==> src/ssr_defines.svh <==
// Constants for the system status read-back block
`ifndef SSR_DEFINES_SVH
`define SSR_DEFINES_SVH

// ----------------------------------------------------------------
// Register port offsets
// ----------------------------------------------------------------
`define SSR_OFF_ACCESS   4'h0
`define SSR_OFF_IRQ_ST   4'h4
`define SSR_OFF_IRQ_MASK 4'h8
`define SSR_OFF_MODE     4'hc
`define SSR_OFF_RSS      4'ha

// ----------------------------------------------------------------
// Access word fields
// ----------------------------------------------------------------
`define SSR_ADDR_HI      15
`define SSR_ADDR_LO      14
`define SSR_RRS_BIT      13
`define SSR_RO_BIT       12
`define SSR_MODE_HI      11
`define SSR_MODE_LO      0
`define SSR_ADDR_STATUS  2'b00
`define SSR_RRS_STATUS   1'b0
`define SSR_RO_READONLY  1'b1

// ----------------------------------------------------------------
// Status word fields
// ----------------------------------------------------------------
`define SSR_RSS_HI       11
`define SSR_RSS_LO       8
`define SSR_RSV7_BIT     7
`define SSR_LWS_BIT      6
`define SSR_RSV5_BIT     5
`define SSR_RSV_VALUE    1'b0

// ----------------------------------------------------------------
// Reset source codes
// ----------------------------------------------------------------
`define SSR_RSS_POWER_ON   4'h0
`define SSR_RSS_CYCLIC     4'h1
`define SSR_RSS_MAIN_LOW   4'h2
`define SSR_RSS_MAIN_OVC   4'h3
`define SSR_RSS_SW_SHORT   4'h4
`define SSR_RSS_RESERVED   4'h5
`define SSR_RSS_FLASH      4'h6
`define SSR_RSS_WAKE_CAN   4'h7
`define SSR_RSS_WAKE_LIN   4'h8
`define SSR_RSS_WAKE_PIN   4'h9
`define SSR_RSS_FAILSAFE   4'ha
`define SSR_RSS_WD_LATE    4'hb
`define SSR_RSS_WD_INIT    4'hc
`define SSR_RSS_WD_EARLY   4'hd
`define SSR_RSS_ILL_MODE   4'he
`define SSR_RSS_IRQ_LATE   4'hf

// ----------------------------------------------------------------
// Interrupt status bits and reset values
// ----------------------------------------------------------------
`define SSR_IRQ_RESET    0
`define SSR_IRQ_WAKE     1
`define SSR_IRQ_MODE     2
`define SSR_IRQ_NONE     3'h0
`define SSR_WORD_ZERO    16'h0000
`define SSR_MODE_ZERO    12'h000

`endif

==> src/ssr_pkg.sv <==
// Types shared by the system status read-back block
package ssr_pkg;

    typedef logic [15:0] ssr_word_t;
    typedef logic [3:0]  ssr_code_t;

    typedef struct packed {
        ssr_word_t   snap;
        logic [11:0] mode;
        logic        mode_wr;
        ssr_code_t   rss;
        logic [2:0]  irq_st;
        logic [2:0]  irq_mask;
        ssr_word_t   rdata;
        logic        wake_q;
    } ssr_state_s;

endpackage

==> src/ssr_cause_enc.sv <==
// Priority encoder from reset cause events to a reset source code
`timescale 1ns/100ps
`include "ssr_defines.svh"
module ssr_cause_enc
    import ssr_pkg::*;
(
    input  wire logic [15:0] cause_evt,
    output logic             evt_any,
    output ssr_code_t        code
);

    logic [15:0] valid;
    ssr_code_t   pick [0:16];

    // Reserved cause can never be recorded
    assign valid = cause_evt & ~(16'h0001 << `SSR_RSS_RESERVED);

    assign pick[16] = `SSR_RSS_POWER_ON;

    // Lowest code wins, so power-on beats every other cause
    genvar i;
    generate
        for (i = 0; i < 16; i++) begin : g_pick
            assign pick[i] = valid[i] ? ssr_code_t'(i) : pick[i+1];
        end
    endgenerate

    assign evt_any = |valid;
    assign code    = pick[0];

endmodule

==> src/ssr_status_readback.sv <==
// System status read-back: access word decode, reset source, wake level
//
// Added by the designer: the strobed register port.
`timescale 1ns/100ps
`include "ssr_defines.svh"
module ssr_status_readback
    import ssr_pkg::*;
(
    input  wire logic        clk,
    input  wire logic        reset_output_pin,
    input  wire logic [3:0]  addr,
    input  wire logic [15:0] wdata,
    input  wire logic        wr,
    input  wire logic        rd,
    output logic [15:0]      rdata,
    input  wire logic        evt_power_on,
    input  wire logic        evt_cyclic_wake,
    input  wire logic        evt_main_low,
    input  wire logic        evt_main_ovc,
    input  wire logic        evt_switched_short,
    input  wire logic        evt_flash_entry,
    input  wire logic        evt_wake_can,
    input  wire logic        evt_wake_lin,
    input  wire logic        evt_wake_pin,
    input  wire logic        evt_failsafe_wake,
    input  wire logic        evt_wd_late,
    input  wire logic        evt_wd_no_init,
    input  wire logic        evt_wd_early,
    input  wire logic        evt_illegal_mode,
    input  wire logic        evt_irq_unserved,
    input  wire logic        wake_level,
    output logic [11:0]      mode_word,
    output logic             mode_write,
    output logic [3:0]       reset_source,
    output logic             irq
);

    // ----------------------------------------------------------------
    // State
    // ----------------------------------------------------------------
    ssr_state_s  cur_reg;
    ssr_state_s  cur_next;

    logic [15:0] cause_evt;
    logic        cause_any;
    ssr_code_t   cause_code;

    logic        acc_hit;
    logic        acc_sel;
    logic        acc_ro;
    logic        wake_chg;
    logic [2:0]  irq_evt;
    ssr_word_t   status_now;

    // ----------------------------------------------------------------
    // Reset cause encoding
    // ----------------------------------------------------------------
    always_comb begin
        cause_evt = 16'h0000;
        cause_evt[`SSR_RSS_POWER_ON] = evt_power_on;
        cause_evt[`SSR_RSS_CYCLIC]   = evt_cyclic_wake;
        cause_evt[`SSR_RSS_MAIN_LOW] = evt_main_low;
        cause_evt[`SSR_RSS_MAIN_OVC] = evt_main_ovc;
        cause_evt[`SSR_RSS_SW_SHORT] = evt_switched_short;
        cause_evt[`SSR_RSS_FLASH]    = evt_flash_entry;
        cause_evt[`SSR_RSS_WAKE_CAN] = evt_wake_can;
        cause_evt[`SSR_RSS_WAKE_LIN] = evt_wake_lin;
        cause_evt[`SSR_RSS_WAKE_PIN] = evt_wake_pin;
        cause_evt[`SSR_RSS_FAILSAFE] = evt_failsafe_wake;
        cause_evt[`SSR_RSS_WD_LATE]  = evt_wd_late;
        cause_evt[`SSR_RSS_WD_INIT]  = evt_wd_no_init;
        cause_evt[`SSR_RSS_WD_EARLY] = evt_wd_early;
        cause_evt[`SSR_RSS_ILL_MODE] = evt_illegal_mode;
        cause_evt[`SSR_RSS_IRQ_LATE] = evt_irq_unserved;
    end

    ssr_cause_enc u_enc (
        .cause_evt (cause_evt),
        .evt_any   (cause_any),
        .code      (cause_code)
    );

    // ----------------------------------------------------------------
    // Access word decode
    // ----------------------------------------------------------------
    assign acc_hit = wr && (addr == `SSR_OFF_ACCESS);

    // Other address or select values belong to other registers
    assign acc_sel = acc_hit
        && (wdata[`SSR_ADDR_HI:`SSR_ADDR_LO] == `SSR_ADDR_STATUS)
        && (wdata[`SSR_RRS_BIT] == `SSR_RRS_STATUS);

    assign acc_ro = (wdata[`SSR_RO_BIT] == `SSR_RO_READONLY);

    // ----------------------------------------------------------------
    // Live status word
    // ----------------------------------------------------------------
    always_comb begin
        status_now = `SSR_WORD_ZERO;
        status_now[`SSR_ADDR_HI:`SSR_ADDR_LO] = `SSR_ADDR_STATUS;
        status_now[`SSR_RRS_BIT] = `SSR_RRS_STATUS;
        status_now[`SSR_RO_BIT]  = wdata[`SSR_RO_BIT];
        status_now[`SSR_RSS_HI:`SSR_RSS_LO] = cur_reg.rss;
        status_now[`SSR_RSV7_BIT] = `SSR_RSV_VALUE;
        status_now[`SSR_LWS_BIT]  = wake_level;
        status_now[`SSR_RSV5_BIT] = `SSR_RSV_VALUE;
    end

    // ----------------------------------------------------------------
    // Interrupt events
    // ----------------------------------------------------------------
    assign wake_chg = wake_level ^ cur_reg.wake_q;

    always_comb begin
        irq_evt = `SSR_IRQ_NONE;
        irq_evt[`SSR_IRQ_RESET] = cause_any;
        irq_evt[`SSR_IRQ_WAKE]  = wake_chg;
        irq_evt[`SSR_IRQ_MODE]  = acc_sel && !acc_ro;
    end

    // ----------------------------------------------------------------
    // Next state
    // ----------------------------------------------------------------
    always_comb begin
        cur_next = cur_reg;
        cur_next.mode_wr = 1'b0;
        cur_next.rdata   = `SSR_WORD_ZERO;
        cur_next.wake_q  = wake_level;

        // Latest cause always replaces the old one
        if (cause_any) begin
            cur_next.rss = cause_code;
        end

        // Snapshot taken at the access, not at the later read
        if (acc_sel) begin
            cur_next.snap = status_now;
            if (!acc_ro) begin
                cur_next.mode    = wdata[`SSR_MODE_HI:`SSR_MODE_LO];
                cur_next.mode_wr = 1'b1;
            end
        end

        if (wr && (addr == `SSR_OFF_IRQ_MASK)) begin
            cur_next.irq_mask = wdata[2:0];
        end

        // Write one to clear; a new event in the same cycle wins
        if (wr && (addr == `SSR_OFF_IRQ_ST)) begin
            cur_next.irq_st = cur_reg.irq_st & ~wdata[2:0];
        end
        cur_next.irq_st = cur_next.irq_st | irq_evt;

        if (rd) begin
            case (addr)
                `SSR_OFF_ACCESS: begin
                    cur_next.rdata = cur_reg.snap;
                end
                `SSR_OFF_IRQ_ST: begin
                    cur_next.rdata = {13'h0000, cur_reg.irq_st};
                end
                `SSR_OFF_IRQ_MASK: begin
                    cur_next.rdata = {13'h0000, cur_reg.irq_mask};
                end
                `SSR_OFF_MODE: begin
                    cur_next.rdata = {4'h0, cur_reg.mode};
                end
                `SSR_OFF_RSS: begin
                    cur_next.rdata = {12'h000, cur_reg.rss};
                end
                default: begin
                    cur_next.rdata = `SSR_WORD_ZERO;
                end
            endcase
        end
    end

    // ----------------------------------------------------------------
    // State register
    // ----------------------------------------------------------------
    // Power-up leaves the power-on code in place
    always_ff @(posedge clk or negedge reset_output_pin) begin
        if (!reset_output_pin) begin
            cur_reg.snap     <= `SSR_WORD_ZERO;
            cur_reg.mode     <= `SSR_MODE_ZERO;
            cur_reg.mode_wr  <= 1'b0;
            cur_reg.rss      <= `SSR_RSS_POWER_ON;
            cur_reg.irq_st   <= `SSR_IRQ_NONE;
            cur_reg.irq_mask <= `SSR_IRQ_NONE;
            cur_reg.rdata    <= `SSR_WORD_ZERO;
            cur_reg.wake_q   <= 1'b0;
        end else begin
            cur_reg <= cur_next;
        end
    end

    // ----------------------------------------------------------------
    // Outputs
    // ----------------------------------------------------------------
    assign rdata        = cur_reg.rdata;
    assign mode_word    = cur_reg.mode;
    assign mode_write   = cur_reg.mode_wr;
    assign reset_source = cur_reg.rss;
    assign irq          = |(cur_reg.irq_st & cur_reg.irq_mask);

endmodule

==> config.mk <==
export PLATFORM = sky130hd
export DESIGN_NAME = ssr_status_readback
export DESIGN_NICKNAME = d
export VERILOG_FILES = /design/src/ssr_pkg.sv /design/src/ssr_cause_enc.sv /design/src/ssr_status_readback.sv
export VERILOG_INCLUDE_DIRS = /design/src
export SDC_FILE = /design/constraint.sdc
export NUM_CORES = 1
export LEC_CHECK = 0
export BUFFER_PORTS_ARGS = -buffer_cell sky130_fd_sc_hd__buf_2
export CAP_MARGIN = 20
export CORE_MARGIN = 2
export CORE_UTILIZATION = 45
export DETAILED_ROUTE_END_ITERATION = 10
export PLACE_DENSITY = 0.76
export SLEW_MARGIN = 20
export SYNTH_ARGS = -nofsm -noshare
export SYNTH_HDL_FRONTEND = slang
export SYNTH_SLANG_ARGS = --single-unit
==> constraint.sdc <==
create_clock -name clk -period 1.21 [get_ports clk]
set_clock_uncertainty 0.15 [all_clocks]
set_input_delay 0.121 -clock clk [delete_from_list [all_inputs] [get_ports clk]]
set_output_delay 0.121 -clock clk [all_outputs]
set_load 0.005 [all_outputs]
-- Word-level counts from Yosys, hierarchy flattened
Index checks and enable logic that the tools add are counted.
- bits in latches: 0
- register bits after elaboration: 46
- output and inout bits: 34
- memory bits (writable): 0
- input port bits: 40
- memories: 0
- word-level logic and storage cells: 51
- bits in read-only memories: 0
- $mul: 0
- multiplexer cells: 20
- reduce and logical (&&, ||, !) cells: 12
- shift-type cells: 0
- order comparisons: 0
- add/sub/neg operators: 0
- bitwise operators: 7
- equal/unequal tests: 4
- divide/modulo/power cells: 0
- operators with widths (operator ; count):
    case mux 13 bit (5 select lines) ; 1
    two-way mux 4 bit ; 15
    OR reduction 15 bit ; 1
    two-way mux 13 bit ; 1
    equality test 4 bit (second input constant) ; 3
    AND 3 bit ; 2
    logical AND 1 bit ; 6
    equality test 4 x 3 -> 1 bit (second input constant) ; 1
    logical NOT 4 bit ; 1
    two-way mux 3 bit ; 1
    inverter 3 bit ; 1
    bitwise OR 3 bit ; 1
    OR reduction 3 bit ; 1
    logical NOT 2 bit ; 1
    two-way mux 1 bit ; 2
    inverter 1 bit ; 2
    AND reduction 2 bit ; 1
    logical NOT 1 bit ; 1
    bitwise XOR 1 bit ; 1

-- Depth between registers and ports, before layout
- depth after elaboration: 15
- depth in mapped cells: 6
- mapped depth without buffers: 4

-- Hierarchy
From an unflattened synthesis, not the netlist that was laid out.
- cell total of the unflattened synthesis: 188
- area, all modules: 2210.9 µm²
- modules (own cells, without submodules) (module ; seq. area each (µm²) ; area each (µm²) ; cells an instance ; times used):
    ssr_status_readback ; 1076.0 ; 2043.2 ; 157 ; 1
    ssr_cause_enc ; 0.0 ; 167.7 ; 31 ; 1

-- Worst setup path before layout
OpenSTA, ideal clock, no wires.
- kind: input port to flip-flop
- start: in addr[1]
- end: reg cur_reg (netlist bit mode_word[0])
- stages on the path: 6
- setup time: 0.125 ns
- data required time: 0.935 ns
- slack: -0.494 ns
- arrival: 1.429 ns
- path buffers: 2
- cells stage by stage: buf_6 nor4_4 nand2_4 nor2_8 buf_12 mux2_4
- cells in the longest elaborated chain, start to end: 5
- ends and longest elaborated chain (element ; line ; text):
    from (decl) ; ssr_status_readback.sv:11 ; input wire logic [3:0] addr,
    logical NOT 4 bit ; n/a ;
    logical AND 1 bit ; ssr_status_readback.sv:86 ; assign acc_hit = wr && (addr == `SSR_OFF_ACCESS);
    logical AND 1 bit (2 in series) ; ssr_status_readback.sv:89 ; assign acc_sel = acc_hit
    AND reduction 2 bit (no source line) ; n/a ;
    to (signal assigned) ; ssr_status_readback.sv:193 ; cur_reg <= cur_next;
    to (decl) ; ssr_status_readback.sv:41 ; ssr_state_s cur_reg;
No other way between the ends.
A chain may end at the register's enable or synchronous reset.

-- Worst setup path after layout
- start: reg cur_reg[18] in the netlist's numbering
- end: out irq
- cells in the longest elaborated chain, start to end: 2
- ends and longest elaborated chain (element ; line ; text):
    AND 3 bit ; ssr_status_readback.sv:204 ; assign irq = |(cur_reg.irq_st & cur_reg.irq_mask);
    OR reduction 3 bit ; ssr_status_readback.sv:204 ;
    to (decl) ; ssr_status_readback.sv:35 ; output logic irq
No other way between the ends.

==> report_table.html <==
<table>
<tr><th>Metric</th><th>Value</th></tr>
<tr><th colspan="2">Run status</th></tr>
<tr><td>Status</td><td>finished, violations left</td></tr>
<tr><td>Violated checks</td><td>hold timing, setup timing</td></tr>
<tr><th colspan="2">Detailed routing</th></tr>
<tr><td>Via density per instance</td><td>5.067</td></tr>
<tr><td>DRT Wirelength</td><td>5210 um</td></tr>
<tr><td>Count of vias placed by the detailed router</td><td>1,743</td></tr>
<tr><td>Final antenna-violating net count</td><td>0</td></tr>
<tr><td>Avg WL per Cell</td><td>15.15 um</td></tr>
<tr><td>Post-detailed-route DRC marker count</td><td>0</td></tr>
<tr><td>Initial detailed-routing violation count</td><td>87</td></tr>
<tr><td>Detailed-routing iteration count for the pre-antenna-repair pass</td><td>4</td></tr>
<tr><th colspan="2">Synthesis</th></tr>
<tr><td>Synthesis warning total</td><td>0</td></tr>
<tr><td>Number of distinct library cells after synthesis</td><td>42</td></tr>
<tr><td>Mapped Cells</td><td>181</td></tr>
<tr><td>Number of register bits inferred by synthesis</td><td>43</td></tr>
<tr><td>Netlist area before placement</td><td>0.002158 mm^2</td></tr>
<tr><td>Sequential area share after synthesis</td><td>0.4986</td></tr>
<tr><td>Average cell area after synthesis</td><td>11.92 um^2</td></tr>
<tr><th colspan="2">Floorplanning</th></tr>
<tr><td>Core Region</td><td>0.004661 mm^2</td></tr>
<tr><td>Die Outline Area</td><td>0.005366 mm^2</td></tr>
<tr><td>Die height</td><td>73.26 um</td></tr>
<tr><td>Boundary pin count</td><td>74</td></tr>
<tr><td>Die W</td><td>73.26 um</td></tr>
<tr><td>Initial standard-cell utilization of the core</td><td>0.4631</td></tr>
<tr><td># rows</td><td>25</td></tr>
<tr><th colspan="2">Cells and area</th></tr>
<tr><td>Area growth, synth to finish</td><td>44.70%</td></tr>
<tr><td>Fraction of the core area covered by cells at the end of the flow</td><td>0.6701</td></tr>
<tr><td>Fill count</td><td>344</td></tr>
<tr><td>Number of nets in the layout</td><td>329</td></tr>
<tr><td>Highest-count cells in the layout ignoring fill and taps</td><td>61 x buf_2, 43 x dfrtp_1, 38 x buf_4</td></tr>
<tr><td>Most common cell after layout, fill and taps aside</td><td>buf_2</td></tr>
<tr><td>Count of inserted antenna diode cells</td><td>0</td></tr>
<tr><td>Share of final-layout standard cells stronger than drive strength 1</td><td>0.5448</td></tr>
<tr><th colspan="2">Clock tree</th></tr>
<tr><td>Clk root buf</td><td>clkbuf_8</td></tr>
<tr><td>CTS H-tree lvls</td><td>2</td></tr>
<tr><td>CTS tree</td><td>done</td></tr>
<tr><td>Clk slew on worst S/H paths</td><td>0.08 ns</td></tr>
<tr><td>Skew-Pair Late Insertion Delay</td><td>0.30 ns</td></tr>
<tr><td>Clock buffer depth</td><td>2</td></tr>
<tr><td>Clk sink count</td><td>43</td></tr>
<tr><td>Total CTS buffers</td><td>5</td></tr>
<tr><th colspan="2">Power</th></tr>
<tr><td>Power per standard cell area</td><td>982.0 mW/mm^2</td></tr>
<tr><td>Static Leak</td><td>1.644 nW</td></tr>
<tr><td>Worst ir drop on vdd</td><td>471.7 uV</td></tr>
<tr><td>Total design power</td><td>3.067 mW</td></tr>
<tr><th colspan="2">Worst hold path</th></tr>
<tr><td>Number of cells on the worst hold path</td><td>4</td></tr>
<tr><td>Hold Crit Class</td><td>in2reg</td></tr>
<tr><th colspan="2">Critical path</th></tr>
<tr><td>Data arrival time of the critical path</td><td>1.34 ns</td></tr>
<tr><td>Worst-path fanout max</td><td>2</td></tr>
<tr><td>Required arrival time at the worst endpoint</td><td>0.94 ns</td></tr>
<tr><td>Nature of the critical path endpoint</td><td>output pin</td></tr>
<tr><td>Number of cell instances on the worst register-to-register path</td><td>3</td></tr>
<tr><td>Kind of critical path</td><td>reg2out</td></tr>
<tr><td>Sort of element at the start of the critical path</td><td>flip-flop</td></tr>
<tr><th colspan="2">Timing</th></tr>
<tr><td>RSZ-0062 raised after global routing</td><td>yes</td></tr>
<tr><td>Final setup fails</td><td>17</td></tr>
<tr><td>Final clock period utilization by the worst path</td><td>1.331</td></tr>
<tr><td>Max Freq</td><td>621.1 MHz</td></tr>
<tr><td>Final number of hold-violating endpoints</td><td>1</td></tr>
<tr><td>Worst Hold Margin</td><td>-0.005028 ns</td></tr>
<tr><td>Setup ws final</td><td>-0.3999 ns</td></tr>
<tr><td>Minimum period implied by the final worst setup slack</td><td>1.610 ns</td></tr>
<tr><td>Pins Over Slew Limit</td><td>0</td></tr>
<tr><th colspan="2">Global route</th></tr>
<tr><td>First-pass GRT wire length</td><td>7893 um</td></tr>
<tr><td>Number of antenna violations at the first check in global routing</td><td>0</td></tr>
<tr><td>Total Routing Usage GR</td><td>0.1970</td></tr>
<tr><td>Leftover overflow at the end of global routing</td><td>0</td></tr>
<tr><td>Maximum number of pins on one net before global-route repair</td><td>44</td></tr>
<tr><td>Vias in the first global route</td><td>1,714</td></tr>
<tr><th colspan="2">Placed design</th></tr>
<tr><td>Detailed-placement wirelength estimate</td><td>3565 um</td></tr>
<tr><td>Count of input and output buffers</td><td>70</td></tr>
<tr><td>Worst setup timing slack at the placement stage</td><td>-0.3611 ns</td></tr>
<tr><td>Routability Congestion</td><td>0.8934</td></tr>
<tr><th colspan="2">Run</th></tr>
<tr><td>Maxcap violations</td><td>0</td></tr>
</table>
[metal layers]
layer,track usage,wire length [um],vias up
met5,0,0,-
met2,0.3584,2747,55
met1,0.2306,2146,853
met3,0.04115,247,6
met4,0.06173,69,0
li1,-,-,829
[worst max-delay path: stages (launching register included)]
cell and delay [ns]:
dfrtp_1 0.40, buf_4 0.14, a222oi_1 0.31, inv_1 0.07
buf_2 0.13
[power by group]
group	leakage (nW)	switching, mW	total, mW	internal (mW)
Sequential	0.576	0.0461	1.55	1.50
Combinational	1.02	0.222	0.560	0.338
Clock	0.0474	0.493	0.959	0.465
[Yosys cell counts, drive strengths merged]
cell	n	area (um^2)
or3	1	6.260
nand3b	1	7.510
a31oi	1	6.260
o311ai	1	8.760
nand3	3	15.01
a222oi	4	40.04
nand2	7	33.78
or4	3	22.52
dfrtp	43	1076
a211oi	1	7.510
o41ai	1	8.760
nor2	20	91.34
a221oi	1	8.760
nand4	1	6.260
nor4b	3	32.53
o31ai	1	7.510
nor4	2	33.78
xnor2	1	8.760
nor3	3	15.01
nor2b	1	6.260
conb	1	3.750
a21oi	3	15.01
buf	34	271.5
a2bb2oi	1	8.760
nand2b	2	12.51
o31a	1	8.760
a22oi	5	37.54
o21bai	1	7.510
clkbuf	1	3.750
inv	3	11.26
mux2	23	285.3
and3	5	32.53
a21o	1	8.760
a22o	1	8.760
[final timing paths]
check	start	to	slack, ns
max in group asynchronous	reset_output_pin	rdata[5]	0.53
min	evt_power_on	cur_reg[20]	-0.005
min reg2reg	cur_reg[0]	cur_reg[21]	0.36
max	cur_reg[18]	irq	-0.40
min in group asynchronous	reset_output_pin	rdata[11]	0.17
max reg2reg	cur_reg[18]	rdata[1]	-0.09
[cell type report]
cell class,count,area [um^2],share of cell area
inverter,3,11.26,0.003606
multi-input combinational,102,867.1,0.2776
tap,54,67.56,0.02163
clock buffer,6,82.58,0.02644
sequential,43,1076,0.3446
clock inverter,2,16.27,0.005208
timing repair buffer,134,1002,0.3209
[kinds of logic (layout without fill, tap and decap cells)]
family	Yosys count	count (layout)	share of synthesized area
and+or+nand+nor	52	52	0.1461
DFF	43	43	0.4985
buffers and inverters	38	145	0.1328
AOI/OAI and AO/OA	23	23	0.08465
muxes	23	23	0.1322
other	1	3	0.001737
xor gates and xnor gates	1	1	0.004059
[per-stage QoR]
step / setup TNS (ns) / area (um^2) / instances
after global routing: -2.021 / 3123 / 344
final: -1.091 / 3123 / 344
after floorplan: -4.890 / 2198 / 183
after global placement: -7.933 / 2676 / 313
after CTS: -1.240 / 3085 / 342
after detailed placement: -8.739 / 2676 / 313
[repair_timing]
item,4_1_cts,5_1_grt
hold buffers,17,1
setup buffers,5,1
gates resized for setup,20,5
gates cloned,1,0
pin swaps,5,4
endpoints found under the setup margin,21,22
endpoints found under the hold margin,69,1
Power figures use the tool's default switching activity.
